$ cat config.mk
export PLATFORM = sky130hd
export DESIGN_NAME = ptbi_top
export DESIGN_NICKNAME = d
export VERILOG_FILES = /design/src/ptbi_pkg.sv /design/src/ptbi_chain_if.sv /design/src/ptbi_chain.sv /design/src/ptbi_top.sv
export SDC_FILE = /design/constraint.sdc
export NUM_CORES = 1
export LEC_CHECK = 0
export BUFFER_PORTS_ARGS = -buffer_cell sky130_fd_sc_hd__buf_2
export CORE_ASPECT_RATIO = 0.7
export CORE_MARGIN = 5
export CORE_UTILIZATION = 50
export DETAILED_ROUTE_END_ITERATION = 8
export GPL_TIMING_DRIVEN = 0
export PLACE_DENSITY = 0.74
export SYNTH_ARGS = -nofsm -noshare
export SYNTH_HDL_FRONTEND = slang
export SYNTH_SLANG_ARGS = --single-unit
$ cat constraint.sdc
create_clock -name pclk -period 2.77 [get_ports pclk]
set_clock_uncertainty 0.05 [all_clocks]
set_input_delay 0.4155 -clock pclk [delete_from_list [all_inputs] [get_ports pclk]]
set_output_delay 0.4155 -clock pclk [all_outputs]
set_load 0.05 [all_outputs]
$ cat src/ptbi_pkg.sv
// package: register map, field layout and divider tap tables
`default_nettype none
package ptbi_pkg;
  // ----------------------------------------------------------------
  // register map (printed offsets are indexes, byte address = 4*index)
  // ----------------------------------------------------------------
  localparam logic [7:0]  PTBI_IDX_CTRL    = 8'h39;
  localparam logic [7:0]  PTBI_IDX_SRC     = 8'h3a;
  localparam logic [7:0]  PTBI_IDX_STATUS  = 8'h3b;
  localparam logic [7:0]  PTBI_CTRL_RESET  = 8'h00;
  localparam logic        PTBI_SRC_RESET   = 1'b0;
  // control register fields
  localparam int          PTBI_EN_BIT      = 3;
  localparam int          PTBI_SEL_LSB     = 0;
  localparam int          PTBI_SEL_W       = 3;
  // source register and status register fields
  localparam int          PTBI_SRC_BIT     = 0;
  localparam int          PTBI_STAT_TAP    = 0;
  localparam int          PTBI_STAT_FSRC   = 1;
  // ----------------------------------------------------------------
  // divider exponents per select code, code 0 in the low slot
  // ----------------------------------------------------------------
  localparam int          PTBI_GEAR_W      = 22;
  localparam int          PTBI_LF_W        = 15;
  localparam logic [7:0][4:0] PTBI_GEAR_EXP =
    {5'd8, 5'd10, 5'd11, 5'd12, 5'd13, 5'd15, 5'd20, 5'd22};
  // zero marks the reserved code
  localparam logic [7:0][4:0] PTBI_LF_EXP =
    {5'd0, 5'd3, 5'd4, 5'd5, 5'd6, 5'd8, 5'd13, 5'd15};
  // highest code usable in slow mode
  localparam logic [2:0]  PTBI_SLOW_MAX    = 3'h1;
endpackage
`default_nettype wire

$ cat src/ptbi_chain_if.sv
// interface: advance strobe and count of one divider chain
`default_nettype none
interface ptbi_chain_if #(parameter int W = 22);
  logic         adv;
  logic [W-1:0] count;
  modport chain (input adv, output count);
  modport user  (output adv, input count);
endinterface
`default_nettype wire

$ cat src/ptbi_chain.sv
// module: free-running binary divider chain
`default_nettype none
module ptbi_chain (
  input wire logic  pclk,
  input wire logic  presetn,
  ptbi_chain_if.chain ch
);
  // ----------------------------------------------------------------
  // counter
  // ----------------------------------------------------------------
  // never cleared by the enable bit, only by reset
  always_ff @(posedge pclk or negedge presetn)
  begin
    if (!presetn)
      ch.count <= '0;
    else if (ch.adv)
      ch.count <= ch.count + 1'b1;  // RULE8
  end
endmodule
`default_nettype wire

$ cat src/ptbi_top.sv
// module: periodic time base tick generator with apb registers
//
// Summary of operation
// RULE1: enable low means no tick requests
// RULE2: one request per falling edge of tap
// RULE3: gear source taps 2^22 down to 2^8
// RULE4: low-frequency taps 2^15 to 2^3, 111 reserved
// RULE5: slow modes allow only codes 000, 001
// RULE6: stop entry clears enable, keeps select
// RULE7: software changes select only while disabled
// RULE8: divider runs regardless of enable bit
// RULE9: first request at next falling edge
// RULE10: low-frequency clock resynchronised, timing jitters
// RULE11: switch normal/slow modes only while disabled
// RULE12: control bits 7..4 read as zero
// RULE13: software enables interrupt controller bits too
// RULE14: provides periodic time base interrupt request
// RULE15: synchronous edge detect, single-cycle pulse
//
// The implementer's own choice: register access over APB.
`default_nettype none
module ptbi_top #(
  parameter int ADDR_W = 12
) (
  input  wire logic              pclk,
  input  wire logic              presetn,
  input  wire logic              psel,
  input  wire logic              penable,
  input  wire logic              pwrite,
  input  wire logic [ADDR_W-1:0] paddr,
  input  wire logic [31:0]       pwdata,
  output var  logic [31:0]       prdata,
  output logic                   pready,
  output var  logic              pslverr,
  input  wire logic              low_frequency_clock,
  input  wire logic              mode_slow,
  input  wire logic              mode_stop,
  output var  logic              tick_interrupt_request
);
  // ----------------------------------------------------------------
  // declarations
  // ----------------------------------------------------------------
  logic                             tick_request_enable;
  logic [ptbi_pkg::PTBI_SEL_W-1:0]  tick_frequency_select;
  logic                             divider_source_select;
  logic                             lf_s1;
  logic                             lf_s2;
  logic                             lf_s3;
  logic                             stop_q;
  logic                             stop_entry;
  logic                             use_lf;
  logic [4:0]                       gear_exp;
  logic [4:0]                       lf_exp;
  logic                             tap;
  logic                             tap_q;
  logic                             tap_fall;
  logic                             wr_en;
  logic                             rd_setup;
  logic [7:0]                       idx;
  logic                             hit_ctrl;
  logic                             hit_src;
  logic                             hit_stat;
  logic [31:0]                      next_rdata;
  logic                             next_err;

  ptbi_chain_if #(.W(ptbi_pkg::PTBI_GEAR_W)) gear_if ();
  ptbi_chain_if #(.W(ptbi_pkg::PTBI_LF_W))   lf_if ();

  // ----------------------------------------------------------------
  // low-frequency clock synchroniser and edge strobe
  // ----------------------------------------------------------------
  // the pin is far slower than pclk so a rising edge is one clean strobe
  always_ff @(posedge pclk or negedge presetn)
  begin
    if (!presetn)
    begin
      lf_s1 <= 1'b0;
      lf_s2 <= 1'b0;
      lf_s3 <= 1'b0;
    end
    else
    begin
      lf_s1 <= low_frequency_clock;
      lf_s2 <= lf_s1;
      lf_s3 <= lf_s2;
    end
  end

  // resynchronising to pclk costs up to one period of jitter
  assign lf_if.adv   = lf_s2 & ~lf_s3;  // RULE10
  assign gear_if.adv = 1'b1;            // gear clock is pclk itself

  // ----------------------------------------------------------------
  // divider chains
  // ----------------------------------------------------------------
  ptbi_chain u_gear_chain (
    .pclk    (pclk),
    .presetn (presetn),
    .ch      (gear_if)
  );

  ptbi_chain u_lf_chain (
    .pclk    (pclk),
    .presetn (presetn),
    .ch      (lf_if)
  );

  // ----------------------------------------------------------------
  // tap selection
  // ----------------------------------------------------------------
  // slow mode always runs from the low-frequency chain
  assign use_lf   = mode_slow | divider_source_select;
  assign gear_exp = ptbi_pkg::PTBI_GEAR_EXP[tick_frequency_select];
  assign lf_exp   = ptbi_pkg::PTBI_LF_EXP[tick_frequency_select];

  // reserved codes hold the tap low, so they never produce a request
  always_comb
  begin
    tap = 1'b0;
    if (!use_lf)
      tap = gear_if.count[gear_exp - 5'd1];  // RULE3
    else if (mode_slow &&
             tick_frequency_select > ptbi_pkg::PTBI_SLOW_MAX)
      tap = 1'b0;  // RULE5
    else if (lf_exp != 5'd0)
      tap = lf_if.count[4'(lf_exp - 5'd1)];  // RULE4
  end

  // ----------------------------------------------------------------
  // falling edge detect and request pulse
  // ----------------------------------------------------------------
  always_ff @(posedge pclk or negedge presetn)
  begin
    if (!presetn)
      tap_q <= 1'b0;
    else
      tap_q <= tap;  // RULE9
  end

  assign tap_fall = tap_q & ~tap;  // RULE15

  // edge history runs while disabled, so the first request comes at
  // the very next fall and that first interval may be short
  always_ff @(posedge pclk or negedge presetn)
  begin
    if (!presetn)
      tick_interrupt_request <= 1'b0;
    else
      tick_interrupt_request <= tap_fall & tick_request_enable;  // RULE2
  end

  // ----------------------------------------------------------------
  // stop mode entry
  // ----------------------------------------------------------------
  always_ff @(posedge pclk or negedge presetn)
  begin
    if (!presetn)
      stop_q <= 1'b0;
    else
      stop_q <= mode_stop;
  end

  assign stop_entry = mode_stop & ~stop_q;

  // ----------------------------------------------------------------
  // apb decode
  // ----------------------------------------------------------------
  assign wr_en    = psel & penable & pwrite;
  assign rd_setup = psel & ~penable;
  assign idx      = paddr[9:2];
  assign pready   = psel & penable;  // zero wait states

  always_comb
  begin
    hit_ctrl = 1'b0;
    hit_src  = 1'b0;
    hit_stat = 1'b0;
    if (paddr[1:0] != 2'b00 || paddr[ADDR_W-1:10] != '0)
      hit_ctrl = 1'b0;
    else if (idx == ptbi_pkg::PTBI_IDX_CTRL)
      hit_ctrl = 1'b1;
    else if (idx == ptbi_pkg::PTBI_IDX_SRC)
      hit_src = 1'b1;
    else if (idx == ptbi_pkg::PTBI_IDX_STATUS)
      hit_stat = 1'b1;
  end

  // ----------------------------------------------------------------
  // control register
  // ----------------------------------------------------------------
  // stop entry wins over a write in the same cycle: stop must leave
  // the generator disabled
  always_ff @(posedge pclk or negedge presetn)
  begin
    if (!presetn)
    begin
      tick_request_enable   <=
        ptbi_pkg::PTBI_CTRL_RESET[ptbi_pkg::PTBI_EN_BIT];
      tick_frequency_select <= ptbi_pkg::PTBI_CTRL_RESET[2:0];
    end
    else
    begin
      if (wr_en && hit_ctrl)
      begin
        tick_request_enable   <= pwdata[ptbi_pkg::PTBI_EN_BIT];  // RULE1
        tick_frequency_select <= pwdata[2:0];
      end
      if (stop_entry)
        tick_request_enable <= 1'b0;  // RULE6
    end
  end

  // source register: clock source for the normal modes
  always_ff @(posedge pclk or negedge presetn)
  begin
    if (!presetn)
      divider_source_select <= ptbi_pkg::PTBI_SRC_RESET;
    else if (wr_en && hit_src)
      divider_source_select <= pwdata[ptbi_pkg::PTBI_SRC_BIT];
  end

  // ----------------------------------------------------------------
  // read data, registered in the setup phase
  // ----------------------------------------------------------------
  always_comb
  begin
    next_rdata = 32'h0000_0000;
    next_err   = 1'b0;
    if (hit_ctrl)
    begin
      next_rdata[ptbi_pkg::PTBI_EN_BIT] = tick_request_enable;  // RULE12
      next_rdata[2:0] = tick_frequency_select;
    end
    else if (hit_src)
      next_rdata[ptbi_pkg::PTBI_SRC_BIT] = divider_source_select;
    else if (hit_stat)
    begin
      next_rdata[ptbi_pkg::PTBI_STAT_TAP]  = tap;
      next_rdata[ptbi_pkg::PTBI_STAT_FSRC] = use_lf;
    end
    else
      next_err = 1'b1;
  end

  always_ff @(posedge pclk or negedge presetn)
  begin
    if (!presetn)
    begin
      prdata  <= 32'h0000_0000;
      pslverr <= 1'b0;
    end
    else if (rd_setup)
    begin
      prdata  <= pwrite ? 32'h0000_0000 : next_rdata;
      pslverr <= next_err;
    end
  end
endmodule
`default_nettype wire

; ---- Word-level counts from Yosys, hierarchy flattened
; Memory sizes are Yosys's and may differ from the RTL's.
; Cells that the tools add are included.
[totals]
memories = 2
elab_cells = 75
inputBits = 52
reg_bits = 81
out_inout_bits = 35
romBits = 80
[memory_table]
columns = name, words, width, read_ports, rd_ports_with_merged_regs, wr, line_no
row1 = (no name shown), 8, 5, 1, 0, 0, ptbi_top.sv:114  ; assign lf_exp = ptbi_pkg::PTBI_LF_EXP[tick_frequency_select];
row2 = (no name shown), 8, 5, 1, 0, 0, ptbi_top.sv:113  ; assign gear_exp = ptbi_pkg::PTBI_GEAR_EXP[tick_frequency_select];
[op_classes]
bitwise_logic = 12
muxes = 29
addsub = 4
n_eq_ne = 3
n_lt_le_gt_ge = 4
reduce_logical = 8
[ops]
columns = op, count
row1 = "equality test 8 x 6 -> 1 bit, second input constant", 3
row2 = "adder 22 x 1 -> 22 bit, second input constant", 1
row3 = 2-to-1 mux 1 bit, 21
row4 = "adder 15 x 1 -> 15 bit, second input constant", 1
row5 = 2-to-1 mux 5 bit, 2
row6 = AND 1 bit, 7
row7 = "less-than comparator 5 x 6 -> 1 bit, second input constant", 1
row8 = 2-to-1 mux 2 bit, 3
row9 = nonzero test 2 bit, 3
row10 = binary-select mux 1 bit (select 5 bit), 1
row11 = "less-than comparator 4 x 5 -> 1 bit, second input constant", 1
row12 = nonzero test 5 bit, 1
row13 = "subtractor 5 x 1 -> 5 bit, second input constant", 1
row14 = binary-select mux 1 bit (select 4 bit), 1
row15 = "less-than comparator 3 x 4 -> 1 bit, second input constant", 1
row16 = 2-to-1 mux 4 bit, 1
row17 = NOT 1 bit, 4
row18 = "subtractor 4 x 1 -> 4 bit, second input constant", 1
row19 = "greater-than comparator 3 x 1 -> 1 bit, second input constant", 1
row20 = logical AND 1 bit, 3
row21 = logical OR 1 bit, 1
row22 = bitwise OR 1 bit, 1

; ---- Longest topological paths before layout
[depth]
ltp_word = 12
mapped_depth = 11
depth_no_buf = 9

; ---- Hierarchy
; A second synthesis with hierarchy kept.
[unflattened]
cells_unflattened = 303
area_unflattened_um2 = 3170.5
[modules_own_cells]
columns = mod, cells_each, area_per_inst_um2, seq_area_each_um2, instances
row1 = ptbi_top, 169, 1527.7, 400.4, 1
row2 = ptbi_chain (u_gear_chain), 80, 989.7, 550.5, 1
row3 = ptbi_chain (u_lf_chain), 54, 653.1, 375.4, 1

; ---- Worst setup path after synthesis
; OpenSTA, ideal clock, no wires.
[synth_path]
path_kind = flip-flop to flip-flop
from = reg tick_frequency_select[1] (netlist bit)
to = reg prdata[0]
path_buffers = 2
path_stages_with_launch = 11
period_less_slack_ps = 2525
required_ps = 2596
path_slack_ps = 245
setup_ps = 124
arrival_ps = 2351
path_cell_list = dfrtp_1 > buf_2 > inv_1 > ha_1 > buf_2 > or3b_2 > a21oi_1 > o32ai_1 > o311ai_1 > a21oi_1 > o31a_1
[synth_via]
elab_chain_len = 12
elab_cells_between_ends = 20
cone_classes = 2 x add/sub / 1 x order compare / 13 x mux / 2 x reduce/logical / 2 x memory
[synth_lines]
columns = item, line_no
row1 = start: declaration, ptbi_top.sv:44  ; logic [ptbi_pkg::PTBI_SEL_W-1:0] tick_frequency_select;
row2 = start signal: assignment, ptbi_top.sv:199  ; tick_frequency_select <= ptbi_pkg::PTBI_CTRL_RESET[2:0];
row3 = start signal: assignment, ptbi_top.sv:206  ; tick_frequency_select <= pwdata[2:0];
row4 = memory (8 x 5 bit), -
row5 = 2-to-1 mux 5 bit (implied by the code), ptbi_top.sv:114
row6 = subtractor 4 x 1 -> 4 bit, ptbi_top.sv:126  ; tap = lf_if.count[4'(lf_exp - 5'd1)];
row7 = binary-select mux 1 bit (select 4 bit), ptbi_top.sv:126
row8 = 2-to-1 mux 1 bit (implied by the code), ptbi_top.sv:126
row9 = 2-to-1 mux 1 bit, ptbi_top.sv:125  ; else if (lf_exp != 5'd0)
row10 = 2-to-1 mux 1 bit, ptbi_top.sv:122  ; else if (mode_slow &&
row11 = 2-to-1 mux 1 bit *, ptbi_top.sv:120  ; if (!use_lf)
row12 = 2-to-1 mux 2 bit *, ptbi_top.sv:236  ; else if (hit_stat)
row13 = 2-to-1 mux 1 bit *, ptbi_top.sv:234  ; else if (hit_src)
row14 = 2-to-1 mux 2 bit *, ptbi_top.sv:229  ; if (hit_ctrl)
row15 = 2-to-1 mux 4 bit *, ptbi_top.sv:254  ; prdata <= pwrite ? 32'h0000_0000 : next_rdata;
row16 = end signal: assignment, ptbi_top.sv:254
row17 = end: declaration, ptbi_top.sv:32  ; output var logic [31:0] prdata,
; Every way passes the cells marked *; elsewhere a longest branch is shown, timed or not. The select of a mux whose other input is x is not followed.
; A chain may end at the register's enable or synchronous reset.

; ---- Worst setup path after layout
[layout_path]
from = reg tick_frequency_select[0] (netlist bit)
to = reg tick_interrupt_request
[layout_via]
elab_chain_len = 11
elab_cells_between_ends = 19
cone_classes = 2 x add/sub / 1 x order compare / 9 x mux / 3 x bitwise / 2 x reduce/logical / 2 x memory
[layout_lines]
columns = item, line_no
row1 = memory (8 x 5 bit), -
row2 = 2-to-1 mux 5 bit (implied by the code), ptbi_top.sv:114
row3 = subtractor 4 x 1 -> 4 bit, ptbi_top.sv:126
row4 = binary-select mux 1 bit (select 4 bit), ptbi_top.sv:126
row5 = 2-to-1 mux 1 bit (implied by the code), ptbi_top.sv:126
row6 = 2-to-1 mux 1 bit, ptbi_top.sv:125
row7 = 2-to-1 mux 1 bit, ptbi_top.sv:122
row8 = 2-to-1 mux 1 bit *, ptbi_top.sv:120
row9 = named net tap, ptbi_top.sv:54  ; logic tap;
row10 = NOT 1 bit *, ptbi_top.sv:140  ; assign tap_fall = tap_q & ~tap;
row11 = AND 1 bit *, ptbi_top.sv:140
row12 = AND 1 bit *, ptbi_top.sv:149  ; tick_interrupt_request <= tap_fall & tick_request_enable;
row13 = end signal: assignment, ptbi_top.sv:149
row14 = end: declaration, ptbi_top.sv:38  ; output var logic tick_interrupt_request
; The timed path passes the listed nets; every way through them passes the cells marked *. The select of a mux whose other input is x is not followed.

==> summary.md <==
| Metric | Value |
|---|---|
| Status | `finished, final reports clean` |
| Detailed Route WL | `slightly above 6000 µm` |
| Largest net degree at the start of global routing | `54` |
| Pleak | `between 1.5 and 2 nW` |
| Vias in the first global route | `~2300` |
| Worst setup startpoint | `tick_frequency_select[0]$_DFFE_PN0P_` |
| Largest cells by area after synthesis | `dfrtp_1 (43%), xnor2_1 (8.2%), buf_4 (7.5%), nand2_1 (3.4%), ha_1 (2.8%)` |
| Hold Vio Cnt, Final | `0` |
| Critical-path cell list | `buf_6 -> clkinvlp_4 -> ha_1 -> buf_2 -> or3b_2 -> a21oi_2 -> o32ai_1 -> o311ai_1 -> a21oi_2 -> a31o_2 -> nor2_1` |
| Placeable core area | `around 6000 µm²` |
| CTS tree | `done` |
| Skew-Pair Late Insertion Delay | `around 0.3 ns` |
| Post-placement cell area | `roughly 3500 µm²` |
| Kind of start point of the critical path | `flop` |
| Clk sinks | `53` |
| Tcrit/Tclk final | `96.3%` |
| CTS buffer count | `5` |
| Cell taking the most area after synthesis | `dfrtp_1` |
| Finish-stage setup viols | `0` |
| CTS clk-pin slew, worst paths | `roughly 0.090 ns` |
| Final Slew Violations | `0` |
| Crit-path max cell delay | `~0.52 ns` |
| Area growth, synth to finish | `17.0%` |
| Synthesized flop and latch total | `53` |
| Total GRT Usage | `approximately 16%` |
| Hold path start | `low_frequency_clock` |
| Starting Density | `about half` |
| Sequential share of the synthesized area | `around 43%` |
| Synth unique cells | `54` |
| Initial antenna violation count | `0` |
| Avg WL per Cell | `13.2 µm` |
| Worst-Margin Slew | `0.473 ns` |
| Filler cells | `just over 500` |
| CTS Root Cell | `clkbuf_8` |
| Clock tree buffer depth | `2` |
| Mapped cell area | `roughly 3100 µm²` |
| Final nets | `roughly 450` |
| # rows | `24` |
| Worst Path Arrival | `approximately 2.9 ns` |
| RR Startpoint | `tick_frequency_select[0]$_DFFE_PN0P_` |
| Final setup TNS | `0 ns` |
| Yosys top cell area share | `a little over two fifths` |
| CP max-delay cell | `or3b_2` |
| Setup crit end kind | `flop` |
| Worst Path Required | `around 3.0 ns` |
| Post-Syn Instances | `approximately 320` |
| DRT antenna net count | `0` |
| Share of layout cells above drive strength 1 | `between 20% and 30%` |
| Via count | `approximately 2400` |
| Remaining DRCs | `0` |
| Crit Path Class | `flop to flop` |
| Top FF cell, synth | `dfrtp_1` |
| Post-route cell area | `around 3600 µm²` |
| Worst hold path class | `input pin to flop` |
| Syn. warnings | `0` |
| Slew headroom | `around two thirds` |
| Cell with the most instances after synthesis | `dfrtp_1` |
| Fmax | `roughly 370 MHz` |
| Top delay family on crit path | `compound AO/OA/AOI/OAI gates` |
| DP HPWL | `4590 µm` |
| Pwr dens | `428 nW/µm²` |
| Number of enable flip-flop cells after synthesis | `0` |
| Synth async-reset ratio | `between 90% and 100%` |
| Peak VDD IR | `0.232 mV` |
| # port buffers | `30` |
| WP buf/inv | `3` |
| Initial DRC Count | `~110` |
| Die width | `between 100 and 150 µm` |
| Final core occ | `around 59%` |
| Vias per cell | `about 5.1` |
| Remaining Overflow, GRT | `0` |
| Die height | `76.0 µm` |
| Maxcap violations | `0` |
| Die area | `7920 µm²` |
| H-tree levels | `2` |
| Syn Area/Cell | `a little under 10 µm²` |
| Worst-path fanout max | `10` |
| Antenna cell count | `0` |
| Most Frequent Cell on Critical Path | `a21oi_2` |
| IO Count | `between 80 and 90` |
| Routability Congestion | `~0.94` |
| First drt pass iteration count | `4` |
| Minimum clock period | `about 2.7 ns` |
| First-pass GRT wire length | `~11000 µm` |
| Synth cell count leaders | `dfrtp_1 (53), buf_4 (31), xnor2_1 (29)` |
## logic make-up after synthesis
logic type,synth area share (%)
buffers and inverters,9.10
muxes,4.47
and+or+nand+nor,19.9
other,0.121
DFF,42.7
adders and majority gates,2.82
AOI/OAI and AO/OA,10.7
xor gates and xnor gates,10.1
## what timing repair did
item,4_1_cts,5_1_grt
hold endpoints to repair,0,11
endpoints found under the setup margin,3,3
pin swaps,0,0
gates cloned,0,0
buffers inserted,1,4
gates resized for setup,3,5
hold buffers,0,1
## cells in the final DEF, fill, tap and decap left out, types with 5 or more instances in the layout
| cell type | n |
|---|---|
| dfrtp_1 | 52 |
| buf_4 | 36 |
| buf_2 | 33 |
| xnor2_1 | 29 |
| nand2_1 | 28 |
| conb_1 | 28 |
| nor2_1 | 22 |
| nand3_1 | 17 |
| a21oi_1 | 12 |
| nand4_1 | 10 |
| and3_1 | 8 |
| o21ai_0 | 8 |
| mux2i_1 | 8 |
| xor2_1 | 7 |
| ha_1 | 7 |
| nor2b_1 | 6 |
| clkbuf_8 | 6 |
| inv_1 | 5 |
| nand2b_1 | 5 |
## routing by layer
layer	track usage (%)	up-vias	wire length (µm)
met5	0	-	0
met1	22.1	1122	3000
met3	4.41	8	415
li1	-	1194	-
met2	24.2	73	2670
met4	4.27	0	68
## report_power, final
part           switching [mW]  total [mW]  internal (mW)
sequential             0.0556       0.872          0.816
combinational           0.153       0.245         0.0920
clock                   0.240       0.439          0.199
## sequential cells by signal, summed over array words and instances (netlist names)
name / count
divider_source_select: 1
lf_s1: 1
lf_s2: 1
lf_s3: 1
prdata: 4
pslverr: 1
stop_q: 1
tap_q: 1
tick_frequency_select: 3
tick_interrupt_request: 1
tick_request_enable: 1
u_gear_chain.ch.count: 22
u_lf_chain.ch.count: 15
## worst reg2reg max path: cells and delay by family (launching register included)
| kind | cells | cell delay, ns |
|---|---|---|
| AND/OR/NAND/NOR | 2 | 0.65 |
| buffers and inverters | 3 | 0.49 |
| flip-flops | 1 | 0.38 |
| adder cells (fa/ha/maj) | 1 | 0.31 |
| AO/OA/AOI/OAI | 5 | 0.70 |
## layout make-up
cell class / count / area (µm²) / share of cell area, %
Multi-Input combinational cell: 248 / 1610 / 44.4
Sequential cell: 53 / 1330 / 36.5
Buffer: 36 / 263 / 7.23
Timing Repair Buffer: 37 / 218 / 5.99
Tap cell: 78 / 97.6 / 2.68
Clock buffer: 7 / 86.3 / 2.37
Inverter: 7 / 30.0 / 0.826
## stage by stage
| step | std cells | hold slack [ns] | power (mW) | setup slack, ns |
|---|---|---|---|---|
| detailed placement | 452 | 0.288 | 1.13 | -0.0982 |
| global route | 466 | 0.147 | 1.64 | -0.0184 |
| CTS | 460 | 0.150 | 1.57 | 0.00111 |
| floorplan | 344 | 0.0699 | 1.06 | 0.245 |
| finish | 466 | 0.157 | 1.56 | 0.103 |
| global placement | 452 | 0.286 | 1.12 | -0.0422 |
## worst paths after layout
path / to / slack (ns) / depth (start not counted)
worst max register to register: tick_interrupt_request$_DFF_PN0_ / 0.10 / 11
min in group asynchronous: u_gear_chain.ch.count[8]$_DFF_PN0_ / 0.51 / 2
max in group asynchronous: tick_frequency_select[1]$_DFFE_PN0P_ / 1.63 / 3
worst min-delay path: lf_s1$_DFF_PN0_ / 0.16 / 1
worst max-delay path: tick_interrupt_request$_DFF_PN0_ / 0.10 / 11
worst min register to register: lf_s2$_DFF_PN0_ / 0.31 / 0
Power figures use the tool's default switching activity.
